`src/rtl/tdr_defs.svh`:
```
// Purpose: offsets, field positions, reset values and sizes of the debug read-out
// Assumes: included by its bare name from package and design files
// Notes: definitions only
`ifndef TDR_DEFS_SVH
`define TDR_DEFS_SVH

// ----------------------------------------------------------------
// register offsets (byte addresses)
// ----------------------------------------------------------------
`define TDR_ADDR_W 8
`define TDR_OFS_POINTER 8'h00
`define TDR_OFS_READ_WORD 8'h04

// ----------------------------------------------------------------
// pointer register layout and reset
// ----------------------------------------------------------------
`define TDR_PTR_W 16
`define TDR_PTR_RESET 16'h0000
`define TDR_PTR_ENTRY_HI 15
`define TDR_PTR_ENTRY_LO 4
`define TDR_PTR_WORD_HI 3
`define TDR_PTR_WORD_LO 0

// ----------------------------------------------------------------
// word indexes within one entry
// ----------------------------------------------------------------
`define TDR_WORD_FIRST 4'h0
`define TDR_WORD_ONE 4'h1
`define TDR_WORD_TWO 4'h2
`define TDR_WORD_THREE 4'h3
`define TDR_WORD_LAST 4'h6

// ----------------------------------------------------------------
// read word field positions
// ----------------------------------------------------------------
`define TDR_BODY_HI 31
`define TDR_BODY_LO 4
`define TDR_POS_HI 3
`define TDR_POS_LO 2
`define TDR_PTR_FLAG_BIT 1
`define TDR_INFO_FLAG_BIT 0
`define TDR_W3_RSVD_BIT 19
`define TDR_FLAG_OK 1'b0
`define TDR_FLAG_BAD 1'b1

// ----------------------------------------------------------------
// entry store size
// ----------------------------------------------------------------
`define TDR_DEPTH 16
`define TDR_ENTRY_AW 4
`define TDR_ENTRY_W 83
`define TDR_READ_RESET 32'h0000_0000

`endif

```
`src/rtl/tdr_pkg.sv`:
```
// Purpose: types shared by the debug read-out design files
// Assumes: tdr_defs.svh on the include path
// Notes: none
`include "tdr_defs.svh"

package tdr_pkg;

	// ----------------------------------------------------------------
	// encodings
	// ----------------------------------------------------------------
	typedef enum logic [1:0] {
		TDR_TYPE_XLATE_ON = 2'h0,
		TDR_TYPE_XLATE_OFF = 2'h1,
		TDR_TYPE_STREAM_BYPASS = 2'h2,
		TDR_TYPE_UNIDENT_FAULT = 2'h3
	} tdr_entry_type_e;

	typedef enum logic [1:0] {
		TDR_POS_MIDDLE = 2'h0,
		TDR_POS_ENTRY_FIRST = 2'h1,
		TDR_POS_ENTRY_LAST = 2'h2,
		TDR_POS_TLB_FIRST = 2'h3
	} tdr_word_pos_e;

	// ----------------------------------------------------------------
	// one cached translation
	// ----------------------------------------------------------------
	typedef struct packed {
		logic [15:0] asid;
		logic nonsecureStateFlag;
		tdr_entry_type_e entryType;
		logic [8:0] lookupVa;
		logic [35:0] physAddr;
		logic userCacheMaintEnable;
		logic ctxEnable;
		logic stage2WideRegime;
		logic stage1WideRegime;
		logic stage1LongDescriptor;
		logic [6:0] ctxIndex;
		logic [2:0] stage2PageSize;
		logic [2:0] stage1PageSize;
		logic notGlobal;
	} tdr_entry_s;

	// ----------------------------------------------------------------
	// all state of the read-out block outside the entry store
	// ----------------------------------------------------------------
	typedef struct packed {
		logic [`TDR_PTR_W-1:0] pointer;
		logic [`TDR_DEPTH-1:0] entryValid;
		logic [31:0] readData;
	} tdr_state_s;

endpackage

```
`src/rtl/tdr_entry_mem.sv`:
```
// Purpose: storage of cached translation entries for debug read-out
// Assumes: one write and one read port on clk
// Notes: read data are registered; memory contents have no reset
`include "tdr_defs.svh"

module tdr_entry_mem #(
	parameter int WIDTH = `TDR_ENTRY_W,
	parameter int DEPTH = `TDR_DEPTH,
	parameter int AW = `TDR_ENTRY_AW
) (
	// clock
	input wire logic clk,
	// write side
	input wire logic wrEn,
	input wire logic [AW-1:0] wrAddr,
	input wire logic [WIDTH-1:0] wrData,
	// read side
	input wire logic [AW-1:0] rdAddr,
	output logic [WIDTH-1:0] rdData
);

	logic [WIDTH-1:0] store [DEPTH];

	// ----------------------------------------------------------------
	// one write port per entry, registered read
	// ----------------------------------------------------------------
	genvar gi;
	generate
		for (gi = 0; gi < DEPTH; gi++) begin : g_entry
			always_ff @(posedge clk) begin
				if (wrEn && (wrAddr == AW'(gi))) begin
					store[gi] <= wrData;
				end
			end
		end
	endgenerate

	always_ff @(posedge clk) begin
		rdData <= store[rdAddr];
	end

endmodule // tdr_entry_mem

```
`src/rtl/tdr_readout.sv`:
```
// Purpose: formats cached translations into debug read words 1 to 3
// Assumes: fill port driven by the translation logic; secure flag per access
// Notes: words 0 and 4 to 6 return status bits with a zero body
//
// Summary of operation
// - word 1 bits 31:16 hold the ASID, bit 15 the non-secure state flag.
// - word 1 bits 14:13 hold entry type: on, off, stream bypass, unidentified fault.
// - word 1 bits 12:4 hold the nine-bit lookup virtual address slice.
// - word 2 bits 31:4 hold physical address bits 39:12.
// - word 3 bit 31 holds the user cache maintenance enable.
// - word 3 bit 30 holds the context bank enable, one meaning enabled.
// - word 3 bit 27 long descriptor, bits 26:20 context index, bit 19 reserved.
// - word 3 bits 18:16 hold the stage 2 page size code.
// - word 3 bits 15:13 hold the stage 1 page size code.
// - word 3 bit 12 holds the not-global attribute.
// - word 3 bits 11:4 hold physical address bits 47:40.
// - every word ends with position bits 3:2, pointer flag 1, info flag 0.
// - position reads middle 00, entry first 01, entry last 10, TLB first 11.
// - pointer bits 15:4 select the entry, bits 3:0 the word.
// - pointer and read word registers answer secure accesses only.
//
// Chosen here: strobed register access and the register addresses.
`include "tdr_defs.svh"

module tdr_readout (
	// clock and reset
	input wire logic clk,
	input wire logic sys_rst,
	// register port
	input wire logic [`TDR_ADDR_W-1:0] regAddr,
	input wire logic [31:0] regWriteData,
	input wire logic regWrite,
	input wire logic regRead,
	input wire logic regSecure,
	output logic [31:0] regReadData,
	// entry fill port
	input wire logic fillWrite,
	input wire logic [`TDR_ENTRY_AW-1:0] fillIndex,
	input wire logic fillValid,
	input wire logic [15:0] fillAsid,
	input wire logic fillNonsecureStateFlag,
	input wire logic [1:0] fillEntryType,
	input wire logic [8:0] fillLookupVa,
	input wire logic [35:0] fillPhysAddr,
	input wire logic fillUserCacheMaintEnable,
	input wire logic fillCtxEnable,
	input wire logic fillStage2WideRegime,
	input wire logic fillStage1WideRegime,
	input wire logic fillStage1LongDescriptor,
	input wire logic [6:0] fillCtxIndex,
	input wire logic [2:0] fillStage2PageSize,
	input wire logic [2:0] fillStage1PageSize,
	input wire logic fillNotGlobal,
	// debug view
	output logic [`TDR_PTR_W-1:0] debugPointer
);

	// ----------------------------------------------------------------
	// state and decode
	// ----------------------------------------------------------------
	tdr_pkg::tdr_state_s st;
	tdr_pkg::tdr_state_s next_st;
	tdr_pkg::tdr_entry_s fillEntry;
	tdr_pkg::tdr_entry_s memEntry;
	logic [`TDR_ENTRY_W-1:0] memData;
	logic [11:0] entrySel;
	logic [3:0] wordSel;
	logic inRange;
	logic entryOk;
	logic wordKnown;
	logic [27:0] wordBody;
	tdr_pkg::tdr_word_pos_e wordPos;
	logic pointerFlag;
	logic infoFlag;
	logic [31:0] formatted;
	logic ptrHit;
	logic dataHit;

	assign entrySel = st.pointer[`TDR_PTR_ENTRY_HI:`TDR_PTR_ENTRY_LO];
	assign wordSel = st.pointer[`TDR_PTR_WORD_HI:`TDR_PTR_WORD_LO];
	assign ptrHit = (regAddr == `TDR_OFS_POINTER) && regSecure;
	assign dataHit = (regAddr == `TDR_OFS_READ_WORD) && regSecure;

	// ----------------------------------------------------------------
	// fill entry assembly and storage
	// ----------------------------------------------------------------
	always_comb begin
		fillEntry.asid = fillAsid;
		fillEntry.nonsecureStateFlag = fillNonsecureStateFlag;
		fillEntry.entryType = tdr_pkg::tdr_entry_type_e'(fillEntryType);
		fillEntry.lookupVa = fillLookupVa;
		fillEntry.physAddr = fillPhysAddr;
		fillEntry.userCacheMaintEnable = fillUserCacheMaintEnable;
		fillEntry.ctxEnable = fillCtxEnable;
		fillEntry.stage2WideRegime = fillStage2WideRegime;
		fillEntry.stage1WideRegime = fillStage1WideRegime;
		fillEntry.stage1LongDescriptor = fillStage1LongDescriptor;
		fillEntry.ctxIndex = fillCtxIndex;
		fillEntry.stage2PageSize = fillStage2PageSize;
		fillEntry.stage1PageSize = fillStage1PageSize;
		fillEntry.notGlobal = fillNotGlobal;
	end

	// read address follows the next pointer so the word is ready when read
	tdr_entry_mem #(
		.WIDTH(`TDR_ENTRY_W),
		.DEPTH(`TDR_DEPTH),
		.AW(`TDR_ENTRY_AW)
	) u_mem (
		.clk(clk),
		.wrEn(fillWrite),
		.wrAddr(fillIndex),
		.wrData(fillEntry),
		.rdAddr(next_st.pointer[`TDR_PTR_ENTRY_LO+`TDR_ENTRY_AW-1:`TDR_PTR_ENTRY_LO]),
		.rdData(memData)
	);

	assign memEntry = tdr_pkg::tdr_entry_s'(memData);

	// ----------------------------------------------------------------
	// word formatting
	// ----------------------------------------------------------------
	always_comb begin
		inRange = (entrySel < 12'(`TDR_DEPTH));
		entryOk = inRange && st.entryValid[entrySel[`TDR_ENTRY_AW-1:0]];
		wordKnown = (wordSel == `TDR_WORD_ONE) || (wordSel == `TDR_WORD_TWO)
			|| (wordSel == `TDR_WORD_THREE);
		wordBody = 28'h0000000;
		if (entryOk) begin
			case (wordSel)
				`TDR_WORD_ONE: begin
					wordBody = {memEntry.asid,
						memEntry.nonsecureStateFlag,
						memEntry.entryType,
						memEntry.lookupVa};
				end
				`TDR_WORD_TWO: begin
					wordBody = memEntry.physAddr[27:0];
				end
				`TDR_WORD_THREE: begin
					wordBody = {memEntry.userCacheMaintEnable,
						memEntry.ctxEnable,
						memEntry.stage2WideRegime,
						memEntry.stage1WideRegime,
						memEntry.stage1LongDescriptor,
						memEntry.ctxIndex,
						1'b0,
						memEntry.stage2PageSize,
						memEntry.stage1PageSize,
						memEntry.notGlobal,
						memEntry.physAddr[35:28]};
				end
				default: begin
					wordBody = 28'h0000000;
				end
			endcase
		end
		// position of the selected word
		if (wordSel == `TDR_WORD_FIRST) begin
			wordPos = (entrySel == 12'h000) ? tdr_pkg::TDR_POS_TLB_FIRST
				: tdr_pkg::TDR_POS_ENTRY_FIRST;
		end else if (wordSel == `TDR_WORD_LAST) begin
			wordPos = tdr_pkg::TDR_POS_ENTRY_LAST;
		end else begin
			wordPos = tdr_pkg::TDR_POS_MIDDLE;
		end
		pointerFlag = inRange ? `TDR_FLAG_OK : `TDR_FLAG_BAD;
		infoFlag = (entryOk && wordKnown) ? `TDR_FLAG_OK : `TDR_FLAG_BAD;
		formatted = {wordBody, wordPos, pointerFlag, infoFlag};
	end

	// ----------------------------------------------------------------
	// register port and next state
	// ----------------------------------------------------------------
	always_comb begin
		next_st = st;
		next_st.readData = `TDR_READ_RESET;
		if (regWrite && ptrHit) begin
			next_st.pointer = regWriteData[`TDR_PTR_W-1:0];
		end
		if (regRead && ptrHit) begin
			next_st.readData = {16'h0000, st.pointer};
		end else if (regRead && dataHit) begin
			next_st.readData = formatted;
		end
		if (fillWrite) begin
			next_st.entryValid[fillIndex] = fillValid;
		end
		if (sys_rst) begin
			next_st.pointer = `TDR_PTR_RESET;
			next_st.entryValid = '0;
			next_st.readData = `TDR_READ_RESET;
		end
	end

	always_ff @(posedge clk) begin
		st <= next_st;
	end

	assign regReadData = st.readData;
	assign debugPointer = st.pointer;

	// ----------------------------------------------------------------
	// checks
	// ----------------------------------------------------------------
	chk_ptr_write: assert property (
		@(posedge clk) disable iff (sys_rst)
		(regWrite && regSecure && regAddr == `TDR_OFS_POINTER)
		|=> (st.pointer == $past(regWriteData[15:0])))
		else $error("pointer write not taken");

	chk_nonsec_write: assert property (
		@(posedge clk) disable iff (sys_rst)
		(regWrite && !regSecure) |=> $stable(st.pointer))
		else $error("non-secure write changed pointer");

	chk_nonsec_read: assert property (
		@(posedge clk) disable iff (sys_rst)
		(regRead && !regSecure) |=> (regReadData == 32'h00000000))
		else $error("non-secure read returned data");

	chk_idle_zero: assert property (
		@(posedge clk) disable iff (sys_rst)
		!regRead |=> (regReadData == 32'h00000000))
		else $error("read data outside the answer cycle");

	chk_word3_rsvd: assert property (
		@(posedge clk) disable iff (sys_rst)
		(regRead && dataHit && wordSel == `TDR_WORD_THREE)
		|=> (regReadData[`TDR_W3_RSVD_BIT] == 1'b0))
		else $error("reserved bit of word 3 set");

	chk_pos_first: assert property (
		@(posedge clk) disable iff (sys_rst)
		(regRead && dataHit && wordSel == 4'h0 && entrySel != 12'h000)
		|=> (regReadData[3:2] == 2'h1))
		else $error("first word position wrong");

	chk_pos_tlb_first: assert property (
		@(posedge clk) disable iff (sys_rst)
		(regRead && dataHit && st.pointer == 16'h0000)
		|=> (regReadData[3:2] == 2'h3))
		else $error("TLB first word position wrong");

	chk_pos_last: assert property (
		@(posedge clk) disable iff (sys_rst)
		(regRead && dataHit && wordSel == 4'h6) |=> (regReadData[3:2] == 2'h2))
		else $error("last word position wrong");

	chk_ptr_range: assert property (
		@(posedge clk) disable iff (sys_rst)
		(regRead && dataHit && entrySel >= 12'(`TDR_DEPTH))
		|=> (regReadData[1] == 1'b1 && regReadData[31:4] == 28'h0000000))
		else $error("out of range pointer not flagged");

	chk_ptr_readback: assert property (
		@(posedge clk) disable iff (sys_rst)
		(regRead && ptrHit) |=> (regReadData == {16'h0000, $past(st.pointer)}))
		else $error("pointer read-back wrong");

	chk_fill_valid: assert property (
		@(posedge clk) disable iff (sys_rst)
		(fillWrite && fillValid) ##1 (regRead && dataHit && wordSel == 4'h2
		&& entrySel == 12'($past(fillIndex)) && $stable(st.pointer))
		|=> (regReadData[0] == 1'b0))
		else $error("filled entry reads as invalid");

	chk_word1_asid: assert property (
		@(posedge clk) disable iff (sys_rst)
		(regRead && dataHit && entryOk && wordSel == `TDR_WORD_ONE)
		|=> (regReadData[31:15] == $past({memEntry.asid, memEntry.nonsecureStateFlag})))
		else $error("word 1 identifier or state misplaced");

	chk_word1_type: assert property (
		@(posedge clk) disable iff (sys_rst)
		(regRead && dataHit && entryOk && wordSel == `TDR_WORD_ONE)
		|=> (regReadData[14:13] == $past(memEntry.entryType)))
		else $error("word 1 entry type misplaced");

	chk_word1_va: assert property (
		@(posedge clk) disable iff (sys_rst)
		(regRead && dataHit && entryOk && wordSel == `TDR_WORD_ONE)
		|=> (regReadData[12:4] == $past(memEntry.lookupVa)))
		else $error("word 1 lookup address misplaced");

	chk_word2_pa: assert property (
		@(posedge clk) disable iff (sys_rst)
		(regRead && dataHit && entryOk && wordSel == `TDR_WORD_TWO)
		|=> (regReadData[31:4] == $past(memEntry.physAddr[27:0])))
		else $error("word 2 physical address misplaced");

	chk_word3_cmo: assert property (
		@(posedge clk) disable iff (sys_rst)
		(regRead && dataHit && entryOk && wordSel == `TDR_WORD_THREE)
		|=> (regReadData[31] == $past(memEntry.userCacheMaintEnable)))
		else $error("word 3 maintenance enable misplaced");

	chk_word3_ctx_en: assert property (
		@(posedge clk) disable iff (sys_rst)
		(regRead && dataHit && entryOk && wordSel == `TDR_WORD_THREE)
		|=> (regReadData[30] == $past(memEntry.ctxEnable)))
		else $error("word 3 context enable misplaced");

	chk_word3_regime: assert property (
		@(posedge clk) disable iff (sys_rst)
		(regRead && dataHit && entryOk && wordSel == `TDR_WORD_THREE)
		|=> (regReadData[29:28] == $past({memEntry.stage2WideRegime, memEntry.stage1WideRegime})))
		else $error("word 3 regime flags misplaced");

	chk_word3_ctx_idx: assert property (
		@(posedge clk) disable iff (sys_rst)
		(regRead && dataHit && entryOk && wordSel == `TDR_WORD_THREE)
		|=> (regReadData[27:20] == $past({memEntry.stage1LongDescriptor, memEntry.ctxIndex})))
		else $error("word 3 context index misplaced");

	chk_word3_s2_page: assert property (
		@(posedge clk) disable iff (sys_rst)
		(regRead && dataHit && entryOk && wordSel == `TDR_WORD_THREE)
		|=> (regReadData[18:16] == $past(memEntry.stage2PageSize)))
		else $error("word 3 stage 2 page size misplaced");

	chk_word3_s1_page: assert property (
		@(posedge clk) disable iff (sys_rst)
		(regRead && dataHit && entryOk && wordSel == `TDR_WORD_THREE)
		|=> (regReadData[15:13] == $past(memEntry.stage1PageSize)))
		else $error("word 3 stage 1 page size misplaced");

	chk_word3_global: assert property (
		@(posedge clk) disable iff (sys_rst)
		(regRead && dataHit && entryOk && wordSel == `TDR_WORD_THREE)
		|=> (regReadData[12] == $past(memEntry.notGlobal)))
		else $error("word 3 not-global flag misplaced");

	chk_word3_pa_hi: assert property (
		@(posedge clk) disable iff (sys_rst)
		(regRead && dataHit && entryOk && wordSel == `TDR_WORD_THREE)
		|=> (regReadData[11:4] == $past(memEntry.physAddr[35:28])))
		else $error("word 3 upper physical address misplaced");

	chk_body_zero: assert property (
		@(posedge clk) disable iff (sys_rst)
		(regRead && dataHit && !(entryOk && wordKnown))
		|=> (regReadData[31:4] == 28'h0000000))
		else $error("body of an unfilled word not zero");

endmodule // tdr_readout

```
`config.mk`:
```
export PLATFORM = sky130hd
export DESIGN_NAME = tdr_readout
export DESIGN_NICKNAME = d
export VERILOG_FILES = /design/src/rtl/tdr_pkg.sv /design/src/rtl/tdr_entry_mem.sv /design/src/rtl/tdr_readout.sv
export VERILOG_INCLUDE_DIRS = /design/src /design/src/rtl
export SDC_FILE = /design/constraint.sdc
export NUM_CORES = 2
export LEC_CHECK = 0
export BUFFER_PORTS_ARGS = -buffer_cell sky130_fd_sc_hd__buf_2
export CAP_MARGIN = 10
export CORE_MARGIN = 3
export CORE_UTILIZATION = 61
export CTS_CLUSTER_DIAMETER = 50
export DETAILED_ROUTE_END_ITERATION = 16
export GPL_ROUTABILITY_DRIVEN = 0
export PLACE_DENSITY = 0.79
export SETUP_SLACK_MARGIN = 0.5
export SLEW_MARGIN = 20
export SYNTH_ARGS = -nofsm -noshare
export SYNTH_HDL_FRONTEND = slang
export SYNTH_SLANG_ARGS = --single-unit
export TNS_END_PERCENT = 10
```
`constraint.sdc`:
```
create_clock -name clk -period 7.87 [get_ports clk]
set_input_delay 0 -clock clk [delete_from_list [all_inputs] [get_ports clk]]
set_output_delay 0 -clock clk [all_outputs]
set_load 0.03 [all_outputs]
```
==> run_results.csv <==
group,metric,value,unit
status,status,"finished clean",
die,fp.coreArea,87600,um^2
sta,fin_hold_ws,0.0857,ns
sta,max-slew-margin-rel,0.238,
yosys,synth_area_leader_cell,"edfxtp_1",
cts,clock_latency,0.72,ns
worst_setup_path,r2r_setup_slack,3.92,ns
power_and_ir_drop,leakage,0.0201,uW
worst_setup_path,endpoint_kind,"flip-flop",
finish,drive_gt1_frac,0.283,
grt,grt-ovfl-total,0,
finish,synthToLayoutAreaGrowth,14.0,%
sta,hold_viol_final,0,
finish,instances_no_fill,4077,
drt,drt_iter0_drc,4079,
finish,fillers,4849,
grt,grt_max_degree,121,
worst_setup_path,critPathLaunchType,"input pin",
yosys,async_reset_ff_frac,0,
power_and_ir_drop,powerDensity,255,nW/um^2
worst_setup_path,path_max_fanout,120,
die,die-area,92800,um^2
yosys,synthTopCellsByArea,"edfxtp_1 (73%), mux4_2 (14%), dfxtp_1 (5.4%), o22ai_1 (1.9%), nor2_1 (0.81%)",
grt,first_global_vias,28600,
sta,max_freq,0.232,GHz
sta,period_needed,4.31,ns
yosys,ys_types,40,
cts,cts_sinks,1475,
yosys,ys_ff_latch,1475,
place,post-dp-hpwl,66.9,mm
worst_setup_path,critPathArrivalTime,4.89,ns
sta,rsz0062_at_grt,"false",
yosys,syn_avg_cell_area,21.7,um^2
yosys,yosysWarnings,0,
finish,final_nets,2936,
sta,setup_viol,0,
die,die_h,305,um
die,die_w,305,um
drt,drc_errors,0,
cts,cts_max_level,4,
yosys,syn_nets,2637,
yosys,synth.cell_area,54400,um^2
place,dp.cells,3693,
cts,cts_root_buf,"clkbuf_16",
drt,via_per_inst,6.82,
drt,drt_first_pass_iters,6,
sta,tns,0,ns
yosys,synth_edf_count,1328,
drt,wirelength,134,mm
grt,antenna_found_initial,11,
cts,numCtsBuffers,143,
drt,postRouteAntennaNets,0,
yosys,yosys.area.top_type_share,0.733,
die,placementRows,108,
worst_hold_path,hp-class,"input pin to flip-flop",
drt,vias,27800,
die,start_util,0.621,
drt,wire_per_inst,33.0,um
cts,cts_tree,"done",
worst_setup_path,critical_path_class,"input pin to flip-flop",
cts,cts_resized,0,
grt,grt_pass1_wl,195,mm
yosys,synthCells,2503,
power_and_ir_drop,peakVddDrop,0.218,mV
cts,cts_buffer_depth,3,
yosys,synth-main-ff-cell,"edfxtp_1",
yosys,ys_seq_area_frac,0.787,
sta,slew_violations,0,
worst_setup_path,crit_required,8.45,ns
cts,clk_pin_slew_worst_paths,0.06,ns
grt,grtUsageTotal,0.293,
sta,finClkSkew,0.0270,ns
run,maxCapViolCount,0,
sta,worstMarginPinSlew,1.14,ns
sta,period_share,0.547,
die,num_io_pins,182,
place,portBuffers,165,
cell families (layout without fill, tap and decap cells):
group,after synthesis,count (layout),share of synthesized area
buffers and inverters,183,595,0.0214
muxes,368,368,0.145
AOI/OAI and AO/OA,257,257,0.0290
other,0,7,0
and+or+nand+nor,220,220,0.0173
DFF,1475,1475,0.787
state kept, by name, indices dropped and copies added, names as in the netlist, named ones only:
| name | count |
|---|---|
| regReadData | 32 |
| u_mem.rdData | 83 |
| u_mem.store | 1328 |
| debugPointer | 16 |
routing by layer:
metal	global-route usage	part of all wire	vias to the layer above
li1	-	-	11000
met1	0.398	0.35	14400
met2	0.454	0.48	2017
met3	0.0907	0.13	356
met4	0.112	0.039	10
met5	0	0.00042	-
path summary, 6_finish.rpt:
kind | startpoint | end | depth (start not counted)
hold / removal | fillWrite | flip-flop | 4
setup reg to reg | debugPointer[5] | u_mem.rdData[13] | 7
setup / recovery | regAddr[2] | u_mem.rdData[13] | 10
hold reg to reg | flip-flop | flip-flop | 2
report_power, final:
part / switching, uW / internal (uW) / leakage, uW
sequential: 45.8 / 8680 / 0.0132
clock: 2840 / 3890 / 0.00230
combinational: 218 / 119 / 0.00460
total: 3110 / 12700 / 0.0201
area by class of cell:
cell class / count / area, um^2 / area share
sequential: 1475 / 42800 / 0.691
multi-input combinational: 845 / 10600 / 0.171
clock buffer: 200 / 4150 / 0.0670
timing repair buffer: 332 / 2430 / 0.0392
tap: 1155 / 1450 / 0.0233
clock inverter: 58 / 488 / 0.00787
inverter: 5 / 26.3 / 0.000424
antenna: 7 / 17.5 / 0.000283
stage by stage:
stage	utilization	area, um^2	total power (uW)	setup WS [ns]
after floorplan	-	54400	8990	0.846
after global placement	0.641	56100	9140	3.58
after detailed placement	0.641	56100	9170	3.46
after CTS	0.708	62000	15800	3.80
after global routing	0.708	62000	16200	3.45
final	0.708	62000	15800	3.56
critical path, stage by stage:
cell and delay, ns:
dlygate4sd3_1 0.62, buf_2 0.20, inv_2 0.17, and4_1 0.83, mux2i_2 0.37, inv_8 0.73
buf_4 0.92, mux4_2 0.43, o22ai_1 0.19, nor2_1 0.13
cell usage after synthesis, drive strengths merged, types with 2 or more instances:
cell type	n
edfxtp	1328
mux4	333
o22ai	164
dfxtp	147
buf	129
nor2	118
nand2	66
clkbuf	49
a21oi	35
a22oi	29
mux2	28
o21ai	25
mux2i	7
nor3	6
inv	5
nand2b	5
nor2b	5
nand3b	4
nor4	4
nand4	3
nor4b	2
placed cells by master (no fill, tap or decap), types with 7 or more instances in the layout:
cell / synthesis / layout
buf_4: 48 / 44
a22oi_1: 29 / 29
clkinv_1: 0 / 10
mux2_2: 27 / 27
clkinv_2: 0 / 28
edfxtp_1: 1328 / 1328
o21ai_0: 12 / 12
buf_2: 46 / 165
diode_2: 0 / 7
clkbuf_1: 49 / 30
nor2_4: 0 / 12
o22ai_1: 164 / 164
clkbuf_8: 0 / 19
nor2_1: 118 / 106
mux4_2: 333 / 333
clkbuf_16: 0 / 151
a21oi_1: 35 / 35
o21ai_1: 13 / 13
dfxtp_1: 147 / 146
dlygate4sd3_1: 0 / 119
nand2_1: 66 / 62
repair_timing:
item,4_1_cts,5_1_grt
hold endpoints to repair,1404,0
setup buffers,0,0
hold buffers,119,0
Note: power is estimated with default switching activity, not from simulation.
